[config.mk]
export PLATFORM = sky130hd
export DESIGN_NAME = gp_port
export DESIGN_NICKNAME = d
export VERILOG_FILES = /design/src/rtl/gp_pkg.sv /design/src/rtl/gp_line_det.sv /design/src/rtl/gp_port.sv
export SDC_FILE = /design/constraint.sdc
export NUM_CORES = 1
export LEC_CHECK = 0
export ABC_AREA = 1
export BUFFER_PORTS_ARGS = -buffer_cell sky130_fd_sc_hd__buf_2
export CORE_UTILIZATION = 30
export CTS_BUF_LIST = sky130_fd_sc_hd__clkbuf_4 sky130_fd_sc_hd__clkbuf_8
export CTS_CLUSTER_SIZE = 12
export DETAILED_ROUTE_END_ITERATION = 12
export GPL_TIMING_DRIVEN = 0
export PLACE_DENSITY = 0.54
export SETUP_SLACK_MARGIN = 0.3
export SLEW_MARGIN = 20
export SYNTH_ARGS = -nofsm -noshare
export SYNTH_HDL_FRONTEND = slang
export SYNTH_HIERARCHICAL = 1
export SYNTH_SLANG_ARGS = --single-unit
[constraint.sdc]
create_clock -name sys_clk -period 1.61 [get_ports sys_clk]
set_clock_uncertainty 0.05 [all_clocks]
set_input_delay 0.322 -clock sys_clk [delete_from_list [all_inputs] [get_ports sys_clk]]
set_output_delay 0.322 -clock sys_clk [all_outputs]
set_load 0.05 [all_outputs]
[src/rtl/gp_pkg.sv]
package gp_pkg;
	// port geometry
	localparam int GP_LINES = 26;
	localparam int GP_AW = 8;
	localparam int GP_FN_W = 3;
	localparam int GP_FN_STRIDE = 4;
	localparam int GP_FN_PER_WORD = 8;
	localparam int GP_SEL_WORDS = 4;

	////////////////////////////////////////////////////////////////////////
	// register offsets
	localparam logic [7:0] GP_OFF_PORT_DATA = 8'h00;
	localparam logic [7:0] GP_OFF_OUTPUT_ENABLE = 8'h04;
	localparam logic [7:0] GP_OFF_PULL_ENABLE = 8'h08;
	localparam logic [7:0] GP_OFF_DRIVE_STRENGTH = 8'h0C;
	localparam logic [7:0] GP_OFF_IRQ_SENSE = 8'h10;
	localparam logic [7:0] GP_OFF_IRQ_BOTH_EDGES = 8'h14;
	localparam logic [7:0] GP_OFF_IRQ_POLARITY = 8'h18;
	localparam logic [7:0] GP_OFF_IRQ_MASK = 8'h1C;
	localparam logic [7:0] GP_OFF_IRQ_RAW_STATUS = 8'h20;
	localparam logic [7:0] GP_OFF_IRQ_MASKED_STATUS = 8'h24;
	localparam logic [7:0] GP_OFF_IRQ_CLEAR = 8'h28;
	localparam logic [7:0] GP_OFF_FUNC_SELECT_LINES_0_7 = 8'h2C;
	localparam logic [7:0] GP_OFF_FUNC_SELECT_LINES_8_15 = 8'h30;
	localparam logic [7:0] GP_OFF_FUNC_SELECT_LINES_16_23 = 8'h34;
	localparam logic [7:0] GP_OFF_FUNC_SELECT_LINES_24_25 = 8'h38;

	////////////////////////////////////////////////////////////////////////
	// reset values
	localparam logic [31:0] GP_RST_PORT_DATA = 32'h0000_0000;
	localparam logic [31:0] GP_RST_OUTPUT_ENABLE = 32'h0000_0000;
	localparam logic [31:0] GP_RST_PULL_ENABLE = 32'h003F_FFFF;
	localparam logic [31:0] GP_RST_DRIVE_STRENGTH = 32'h0000_0000;
	localparam logic [31:0] GP_RST_IRQ = 32'h0000_0000;
	localparam logic [31:0] GP_RST_SEL0 = 32'h0000_0000;
	localparam logic [31:0] GP_RST_SEL1 = 32'h0000_0110;
	localparam logic [31:0] GP_RST_SEL2 = 32'h0000_0000;
	localparam logic [31:0] GP_RST_SEL3 = 32'h0000_0000;
	localparam logic [31:0] GP_SEL3_MASK = 32'h0000_007F;
	localparam logic [31:0] GP_ZERO = 32'h0000_0000;

	////////////////////////////////////////////////////////////////////////
	// function codes
	localparam logic [2:0] GP_FN_GPIO = 3'h0;
	localparam logic [2:0] GP_FN_SECOND_SERIAL = 3'h1;
	localparam logic [2:0] GP_FN_FIRST_SERIAL = 3'h4;
	localparam logic [2:0] GP_FN_THIRD_SERIAL = 3'h5;

	////////////////////////////////////////////////////////////////////////
	// carriers
	typedef struct packed {
		logic [GP_LINES-1:0] out;
		logic [GP_LINES-1:0] oe;
	} gp_ser_t;

	typedef struct packed {
		logic [GP_LINES-1:0] out;
		logic [GP_LINES-1:0] oe;
		logic [GP_LINES-1:0] pull_en;
		logic [GP_LINES-1:0] drive_high;
	} gp_pad_t;

	typedef struct packed {
		logic [GP_LINES-1:0] sense;
		logic [GP_LINES-1:0] both_edges;
		logic [GP_LINES-1:0] polarity;
	} gp_irq_cfg_t;
endpackage

[src/rtl/gp_line_det.sv]
`timescale 1ns/1ps
module gp_line_det #(
	parameter int W = 26
) (
	// clock and reset
	input wire logic sys_clk,
	input wire logic rst_n,
	// pins and detector setup
	input wire logic [W-1:0] pin_raw,
	input wire logic [W-1:0] sense,
	input wire logic [W-1:0] both_edges,
	input wire logic [W-1:0] polarity,
	// results
	output logic [W-1:0] pin_sync,
	output logic [W-1:0] event_hit
);
	logic [W-1:0] meta_q;
	logic [W-1:0] sync_q;
	logic [W-1:0] prev_q;
	logic [W-1:0] rise;
	logic [W-1:0] fall;
	logic [W-1:0] edge_hit;
	logic [W-1:0] level_hit;

	////////////////////////////////////////////////////////////////////////
	// first stage feeds only the second stage
	always_ff @(posedge sys_clk or negedge rst_n) begin
		if (!rst_n) begin
			meta_q <= '0;
			sync_q <= '0;
			prev_q <= '0;
		end else begin
			meta_q <= pin_raw;
			sync_q <= meta_q;
			prev_q <= sync_q;
		end
	end

	////////////////////////////////////////////////////////////////////////
	// edges compare successive synced samples
	assign rise = sync_q & ~prev_q;
	assign fall = ~sync_q & prev_q;
	assign edge_hit = both_edges & (rise | fall)
		| ~both_edges & (polarity & rise | ~polarity & fall);
	assign level_hit = polarity & sync_q | ~polarity & ~sync_q;
	assign event_hit = sense & level_hit | ~sense & edge_hit;
	assign pin_sync = sync_q;
endmodule

[src/rtl/gp_port.sv]
// The implementer's own choice: the APB slave port.
`timescale 1ns/1ps
// Contract
// - port data bit drives its line only in GPIO mode with output enabled.
// - port data reads return the synchronised pin levels.
// - output enable bit per line, 1 output, resets all zero.
// - pull enable bit per line, 1 on, resets pulled on for lines 0 to 21, off for lines 22 to 25.
// - drive strength bit per line, 1 high drive, resets zero.
// - sense bit per line, 0 edge detect, 1 level detect.
// - edge select bit, 0 single edge, 1 both edges.
// - polarity bit, 0 falling or low, 1 rising or high.
// - mask bit per line, 1 lets interrupt through, resets zero.
// - raw status sets when line matches its condition; read only.
// - writing 1 to clear register clears raw bit; 0 no effect.
// - clearing a masked line also drops its masked status bit.
// - masked status is read only, one bit per line, resets zero.
// - 3-bit function fields, eight per word at 4-bit stride.
// - second selector word resets lines 9 and 10 to 1.
// - fourth selector word holds lines 24 and 25; bits 31:7 zero.
// - codes 000 GPIO, 001 second, 100 first, 101 third serial.
module gp_port (
	// clock and reset
	input wire logic sys_clk,
	input wire logic rst_n,
	// apb slave
	input wire logic psel,
	input wire logic penable,
	input wire logic pwrite,
	input wire logic [gp_pkg::GP_AW-1:0] paddr,
	input wire logic [31:0] pwdata,
	output logic [31:0] prdata,
	output logic pready,
	output logic pslverr,
	// package pins
	input wire logic [gp_pkg::GP_LINES-1:0] pad_in,
	output gp_pkg::gp_pad_t pad_o,
	// on-chip serial functions
	input wire gp_pkg::gp_ser_t first_serial_function,
	input wire gp_pkg::gp_ser_t second_serial_function,
	input wire gp_pkg::gp_ser_t third_serial_function,
	output logic [gp_pkg::GP_LINES-1:0] periph_in,
	// interrupt request
	output logic irq
);
	localparam int N = gp_pkg::GP_LINES;

	////////////////////////////////////////////////////////////////////////
	// helpers
	function automatic logic hit(input logic [gp_pkg::GP_AW-1:0] a,
		input logic [7:0] off);
		hit = (a == off);
	endfunction

	function automatic logic [31:0] widen(input logic [N-1:0] v);
		widen = {{(32-N){1'b0}}, v};
	endfunction

	function automatic logic [2:0] fn_of(input logic [31:0] w,
		input int slot);
		fn_of = w[slot*gp_pkg::GP_FN_STRIDE +: gp_pkg::GP_FN_W];
	endfunction

	////////////////////////////////////////////////////////////////////////
	// state
	logic [N-1:0] data_q;
	logic [N-1:0] out_en_q;
	logic [N-1:0] pull_q;
	logic [N-1:0] drv_q;
	gp_pkg::gp_irq_cfg_t cfg_q;
	logic [N-1:0] mask_q;
	logic [N-1:0] raw_q;
	logic [N-1:0] raw_d;
	logic [N-1:0] masked;
	logic [31:0] sel_q [gp_pkg::GP_SEL_WORDS];
	logic [31:0] prdata_q;
	logic [31:0] rd_d;
	logic pslverr_q;
	logic err_d;
	logic wr_en;
	logic rd_setup;
	logic [N-1:0] clr;
	logic [N-1:0] pin_sync;
	logic [N-1:0] event_hit;
	logic [N-1:0] wdat;

	////////////////////////////////////////////////////////////////////////
	// bus phases; zero wait states, writes land on the access edge
	assign pready = 1'b1;
	assign wr_en = psel & penable & pwrite;
	assign rd_setup = psel & ~penable;
	assign wdat = pwdata[N-1:0];
	assign prdata = prdata_q;
	assign pslverr = pslverr_q;

	////////////////////////////////////////////////////////////////////////
	// plain control registers
	always_ff @(posedge sys_clk or negedge rst_n) begin
		if (!rst_n) begin
			data_q <= gp_pkg::GP_RST_PORT_DATA[N-1:0];
		end else if (wr_en && hit(paddr, gp_pkg::GP_OFF_PORT_DATA)) begin
			data_q <= wdat;
		end
	end

	always_ff @(posedge sys_clk or negedge rst_n) begin
		if (!rst_n) begin
			out_en_q <= gp_pkg::GP_RST_OUTPUT_ENABLE[N-1:0];
		end else if (wr_en && hit(paddr, gp_pkg::GP_OFF_OUTPUT_ENABLE)) begin
			out_en_q <= wdat;
		end
	end

	always_ff @(posedge sys_clk or negedge rst_n) begin
		if (!rst_n) begin
			pull_q <= gp_pkg::GP_RST_PULL_ENABLE[N-1:0];
		end else if (wr_en && hit(paddr, gp_pkg::GP_OFF_PULL_ENABLE)) begin
			pull_q <= wdat;
		end
	end

	always_ff @(posedge sys_clk or negedge rst_n) begin
		if (!rst_n) begin
			drv_q <= gp_pkg::GP_RST_DRIVE_STRENGTH[N-1:0];
		end else if (wr_en && hit(paddr, gp_pkg::GP_OFF_DRIVE_STRENGTH)) begin
			drv_q <= wdat;
		end
	end

	////////////////////////////////////////////////////////////////////////
	// detector setup
	always_ff @(posedge sys_clk or negedge rst_n) begin
		if (!rst_n) begin
			cfg_q.sense <= gp_pkg::GP_RST_IRQ[N-1:0];
		end else if (wr_en && hit(paddr, gp_pkg::GP_OFF_IRQ_SENSE)) begin
			cfg_q.sense <= wdat;
		end
	end

	always_ff @(posedge sys_clk or negedge rst_n) begin
		if (!rst_n) begin
			cfg_q.both_edges <= gp_pkg::GP_RST_IRQ[N-1:0];
		end else if (wr_en && hit(paddr, gp_pkg::GP_OFF_IRQ_BOTH_EDGES)) begin
			cfg_q.both_edges <= wdat;
		end
	end

	always_ff @(posedge sys_clk or negedge rst_n) begin
		if (!rst_n) begin
			cfg_q.polarity <= gp_pkg::GP_RST_IRQ[N-1:0];
		end else if (wr_en && hit(paddr, gp_pkg::GP_OFF_IRQ_POLARITY)) begin
			cfg_q.polarity <= wdat;
		end
	end

	always_ff @(posedge sys_clk or negedge rst_n) begin
		if (!rst_n) begin
			mask_q <= gp_pkg::GP_RST_IRQ[N-1:0];
		end else if (wr_en && hit(paddr, gp_pkg::GP_OFF_IRQ_MASK)) begin
			mask_q <= wdat;
		end
	end

	////////////////////////////////////////////////////////////////////////
	// pin sync and event detection
	gp_line_det #(
		.W(N)
	) u_det (
		.sys_clk(sys_clk),
		.rst_n(rst_n),
		.pin_raw(pad_in),
		.sense(cfg_q.sense),
		.both_edges(cfg_q.both_edges),
		.polarity(cfg_q.polarity),
		.pin_sync(pin_sync),
		.event_hit(event_hit)
	);

	assign periph_in = pin_sync;

	////////////////////////////////////////////////////////////////////////
	// raw status; a new event beats a clear in the same cycle
	assign clr = (wr_en && hit(paddr, gp_pkg::GP_OFF_IRQ_CLEAR)) ? wdat : '0;

	always_comb begin
		raw_d = (raw_q & ~clr) | event_hit;
	end

	always_ff @(posedge sys_clk or negedge rst_n) begin
		if (!rst_n) begin
			raw_q <= gp_pkg::GP_RST_IRQ[N-1:0];
		end else begin
			raw_q <= raw_d;
		end
	end

	// no separate storage, so a clear drops the masked bit too
	assign masked = raw_q & mask_q;
	assign irq = |masked;

	////////////////////////////////////////////////////////////////////////
	// function selectors; reserved bits stored as written, except bits 31:7 of the fourth word
	always_ff @(posedge sys_clk or negedge rst_n) begin
		if (!rst_n) begin
			sel_q[0] <= gp_pkg::GP_RST_SEL0;
		end else if (wr_en && hit(paddr, gp_pkg::GP_OFF_FUNC_SELECT_LINES_0_7)) begin
			sel_q[0] <= pwdata;
		end
	end

	always_ff @(posedge sys_clk or negedge rst_n) begin
		if (!rst_n) begin
			sel_q[1] <= gp_pkg::GP_RST_SEL1;
		end else if (wr_en && hit(paddr, gp_pkg::GP_OFF_FUNC_SELECT_LINES_8_15)) begin
			sel_q[1] <= pwdata;
		end
	end

	always_ff @(posedge sys_clk or negedge rst_n) begin
		if (!rst_n) begin
			sel_q[2] <= gp_pkg::GP_RST_SEL2;
		end else if (wr_en && hit(paddr, gp_pkg::GP_OFF_FUNC_SELECT_LINES_16_23)) begin
			sel_q[2] <= pwdata;
		end
	end

	// only lines 24 and 25 exist here; bits 31:7 read zero
	always_ff @(posedge sys_clk or negedge rst_n) begin
		if (!rst_n) begin
			sel_q[3] <= gp_pkg::GP_RST_SEL3;
		end else if (wr_en && hit(paddr, gp_pkg::GP_OFF_FUNC_SELECT_LINES_24_25)) begin
			sel_q[3] <= pwdata & gp_pkg::GP_SEL3_MASK;
		end
	end

	////////////////////////////////////////////////////////////////////////
	// pad routing; undefined codes leave the line floating as input
	always_comb begin
		pad_o.pull_en = pull_q;
		pad_o.drive_high = drv_q;
		pad_o.out = '0;
		pad_o.oe = '0;
		for (int i = 0; i < N; i++) begin
			case (fn_of(sel_q[i / gp_pkg::GP_FN_PER_WORD], i % gp_pkg::GP_FN_PER_WORD))
				gp_pkg::GP_FN_GPIO: begin
					pad_o.out[i] = data_q[i] & out_en_q[i];
					pad_o.oe[i] = out_en_q[i];
				end
				gp_pkg::GP_FN_SECOND_SERIAL: begin
					pad_o.out[i] = second_serial_function.out[i];
					pad_o.oe[i] = second_serial_function.oe[i];
				end
				gp_pkg::GP_FN_FIRST_SERIAL: begin
					pad_o.out[i] = first_serial_function.out[i];
					pad_o.oe[i] = first_serial_function.oe[i];
				end
				gp_pkg::GP_FN_THIRD_SERIAL: begin
					pad_o.out[i] = third_serial_function.out[i];
					pad_o.oe[i] = third_serial_function.oe[i];
				end
				default: begin
					pad_o.out[i] = 1'b0;
					pad_o.oe[i] = 1'b0;
				end
			endcase
		end
	end

	////////////////////////////////////////////////////////////////////////
	// read mux, captured in the setup cycle
	always_comb begin
		rd_d = gp_pkg::GP_ZERO;
		err_d = 1'b0;
		case (paddr)
			gp_pkg::GP_OFF_PORT_DATA: begin
				rd_d = widen(pin_sync);
			end
			gp_pkg::GP_OFF_OUTPUT_ENABLE: begin
				rd_d = widen(out_en_q);
			end
			gp_pkg::GP_OFF_PULL_ENABLE: begin
				rd_d = widen(pull_q);
			end
			gp_pkg::GP_OFF_DRIVE_STRENGTH: begin
				rd_d = widen(drv_q);
			end
			gp_pkg::GP_OFF_IRQ_SENSE: begin
				rd_d = widen(cfg_q.sense);
			end
			gp_pkg::GP_OFF_IRQ_BOTH_EDGES: begin
				rd_d = widen(cfg_q.both_edges);
			end
			gp_pkg::GP_OFF_IRQ_POLARITY: begin
				rd_d = widen(cfg_q.polarity);
			end
			gp_pkg::GP_OFF_IRQ_MASK: begin
				rd_d = widen(mask_q);
			end
			gp_pkg::GP_OFF_IRQ_RAW_STATUS: begin
				rd_d = widen(raw_q);
			end
			gp_pkg::GP_OFF_IRQ_MASKED_STATUS: begin
				rd_d = widen(masked);
			end
			gp_pkg::GP_OFF_IRQ_CLEAR: begin
				rd_d = gp_pkg::GP_ZERO;
			end
			gp_pkg::GP_OFF_FUNC_SELECT_LINES_0_7: begin
				rd_d = sel_q[0];
			end
			gp_pkg::GP_OFF_FUNC_SELECT_LINES_8_15: begin
				rd_d = sel_q[1];
			end
			gp_pkg::GP_OFF_FUNC_SELECT_LINES_16_23: begin
				rd_d = sel_q[2];
			end
			gp_pkg::GP_OFF_FUNC_SELECT_LINES_24_25: begin
				rd_d = sel_q[3];
			end
			default: begin
				rd_d = gp_pkg::GP_ZERO;
				err_d = 1'b1;
			end
		endcase
	end

	// data is one cycle old at the access edge, a trade for a flopped bus
	always_ff @(posedge sys_clk or negedge rst_n) begin
		if (!rst_n) begin
			prdata_q <= gp_pkg::GP_ZERO;
			pslverr_q <= 1'b0;
		end else if (rd_setup) begin
			prdata_q <= pwrite ? gp_pkg::GP_ZERO : rd_d;
			pslverr_q <= err_d;
		end else begin
			pslverr_q <= 1'b0;
		end
	end
endmodule

==> metrics.md <==
| Metric | Value |
|---|---|
| Final hold vios | 77 |
| Critical Path Fanout Max | 2 |
| DRT iter0 DRCs | 2238 |
| Post-synth top area cell | dfrtp_1 |
| Register area | 11400 sq um |
| Ys async rst share | 1.00 |
| Clock latency at the later pin of the worst-skew pair | 0.72 ns |
| Die area | 78300 sq um |
| CTS root buf | clkbuf_8 |
| Final Util | 0.480 |
| Setup TNS | -35.85 ns |
| Internal power | 19.4 mW |
| Reg2Reg Setup Slack | 0.09 ns |
| Setup violators final | 152 |
| Cell Area, Synth | 23200 sq um |
| Syn nets | 3329 |
| CTS Buf Count | 84 |
| CTS tree | built |
| Maximum clock rate | 361 MHz |
| CP required | 1.24 ns |
| Largest net degree at the start of global routing | 91 |
| Clk buf depth | 3 |
| Most common cell in the netlist | nand2_1 |
| Pre-antenna DRT Iters | 5 |
| Fin Hold WS | -0.448 ns |
| Final ANT Viol Nets | 0 |
| Layout cells sized above 1 | 0.398 |
| Placement Cell Area | 28500 sq um |
| Ys flop type | dfrtp_1 |
| First-pass GRT wire length | 159000 microns |
| Starting Density | 0.304 |
| Io pins | 392 |
| End point of the critical path | irq |
| Crit path setup slack, layout | -1.16 ns |
| Post-synth EDFFs | 0 |
| Psw | 7.53 mW |
| Dpl hpwl | 80600 microns |
| Main area contributors after synthesis | dfrtp_1 46%, nand2_1 16%, nand3_1 8.1% |
| Yosys cell types | 29 |
| Minimum clock period | 2.77 ns |
| Mean post-synth cell area | 7.59 sq um |
| Final cell count without fillers | 4987 |
| Pwr Total | 26.9 mW |
| Sw frac | 0.280 |
| Gate count of the mapped netlist | 3050 |
| Die Width | 280 microns |
| Critical path launch point | mask_q[4] |
| Nets | 4166 |
| Warnings from Yosys | 6 |
| Via count | 25100 |
| Routability Congestion | 0.951 |
| Row Count | 101 |
| Multi-input gate area | 12600 sq um |
| Worst setup path class | reg -> out |
| Worst slew margin | 0.327 |
| Leakage | 17.3 nW |
| Synth Register Bits | 448 |
| Routed wire length per instance | 22.1 microns |
| Gr usage total | 0.275 |
| Violated checks | negative hold slack, negative setup slack |
| CTS Sinks | 448 |
| Initial antenna violation count | 5 |
| Worst hold path class | in -> async |
| Status | finished with violations |
| Worst-Margin Slew | 1.01 ns |
| Pre-CTS setup slack | -1.01 ns |
| H-tree levels | 3 |
| Fin. max-slew vios | 0 |
| IO Port Bufs | 390 |
| Clock power frac | 0.452 |
| Maximum ir drop on the vdd rail | 0.584 mV |
| Core area | 76200 sq um |
| Finished layout cell area | 36500 sq um |
| Synth top cells by count | 997 x nand2_1, 424 x dfrtp_1, 375 x nand3_1, 374 x inv_1, 301 x o21ai_0 |
| Placed cells | 4475 |
| # fillers | 7411 |
| Sequential power share | 0.436 |
| Reg2Reg Launch Point | sel_q[42] |
| Total grt overflow | 0 |
| Final WL | 110000 microns |
| Residual DRC count | 0 |
| Number of global-route vias before repair | 24300 |
| Hold bufs inserted after CTS | 59 |
| Max cap viols | 0 |
| Seq/Total Area, Yosys | 0.485 |
| Combinational share of power | 0.112 |
| Worst Reg-to-Reg Cells | 8 |
| Die height | 280 microns |
| Worst EP arrival | 2.40 ns |
| CP Capture Type | primary output |
| Post-synth top area share | 0.458 |
| RSZ-0062 raised after global routing | yes |
| Via density | 5.04 |
| Period utilization | 1.72 |
| Clk slew on worst S/H paths | 0.05 ns |
| Area Growth Syn to Fin | 57.8% |
| Nature of the critical path startpoint | flop |
| PD cells | 737 nW/um^2 |
| R2r endpoint | prdata[10] |
[layout make-up]
class | count | area share
multi-input combinational | 2075 | 0.345
sequential | 448 | 0.312
timing repair buffer | 751 | 0.183
clock buffer | 128 | 0.0429
inverter | 379 | 0.0408
tap | 1030 | 0.0353
buffer | 148 | 0.0349
clock inverter | 25 | 0.00651
antenna | 3 | 0.000205
[sequential cells by signal, indices dropped and copies added, names as in the netlist, 26 cells and up]
name	flops
drv_q	26
cfg_q	78
raw_q	26
u_det/prev_q	26
mask_q	26
pull_q	26
u_det/pin_sync	26
out_en_q	26
sel_q	103
u_det/meta_q	26
prdata	32
data_q	26
[how the worst min path moves through the flow]
stage | start | end | slack (ns) | cells after the start
after floorplan | rst_n | cfg_q[0] | -0.02 | 0
after global placement | u_det/meta_q[9] | u_det/pin_sync[9] | 0.28 | 0
after detailed placement | u_det/meta_q[12] | u_det/pin_sync[12] | 0.28 | 0
after CTS | rst_n | u_det/meta_q[13] | -0.44 | 1
after global routing | rst_n | u_det/meta_q[8] | -0.40 | 1
final | rst_n | u_det/meta_q[8] | -0.45 | 1
[per-layer routing]
layer	GRT usage	part of all wire
met1	0.358	0.41
met5	0	0.00046
met3	0.0559	0.084
met4	0.116	0.040
met2	0.442	0.46
[cell usage in the layout (no fill, tap or decap), types with 40 or more instances in the layout]
master,instances
buf_2,233
o21ai_1,211
nor2_4,52
o2111ai_4,51
clkbuf_8,128
buf_6,251
dlygate4sd3_1,59
o21ai_0,133
inv_2,81
dfrtp_2,115
buf_4,194
nand3_2,70
inv_1,274
nand2_1,916
nand3_1,271
nand2_2,61
dfrtp_1,309
buf_8,40
nand4_1,85
[critical path: stages, from the launching register on]
cell and delay, ns:
dfrtp_1 0.39, nand2_2 0.09, nand4_1 0.17, nor4_4 0.47
nand4_1 0.32, buf_6 0.26
[power by group through the flow]
stage	Sequential, mW	Combinational (mW)	Clock (mW)
after detailed placement	12.0	2.22	0
final	11.8	3.01	12.2
after floorplan	12.1	0.938	0
after CTS	11.7	2.79	12.4
after global placement	12.0	2.16	0
after global routing	11.8	3.22	12.9
[logic make-up (layout without fill, tap and decap cells)]
family / count (synthesis) / count (layout) / share of synthesized area
AO/OA/AOI/OAI: 426 / 426 / 0.101
adder cells (fa/ha/maj): 52 / 52 / 0.0281
other: 1 / 4 / 0.000162
AND/OR/NAND/NOR: 1596 / 1596 / 0.296
buffers and inverters: 527 / 1431 / 0.0898
flip-flops: 448 / 448 / 0.485
[timing repair]
item | 4_1_cts | 5_1_grt
hold endpoints to repair | 180 | 77
setup buffers | 219 | 75
gates cloned | 0 | 3
pin swaps | 147 | 162
resized for setup | 690 | 321
endpoints found under the setup margin | 249 | 316
Power figures use the tool's default switching activity.
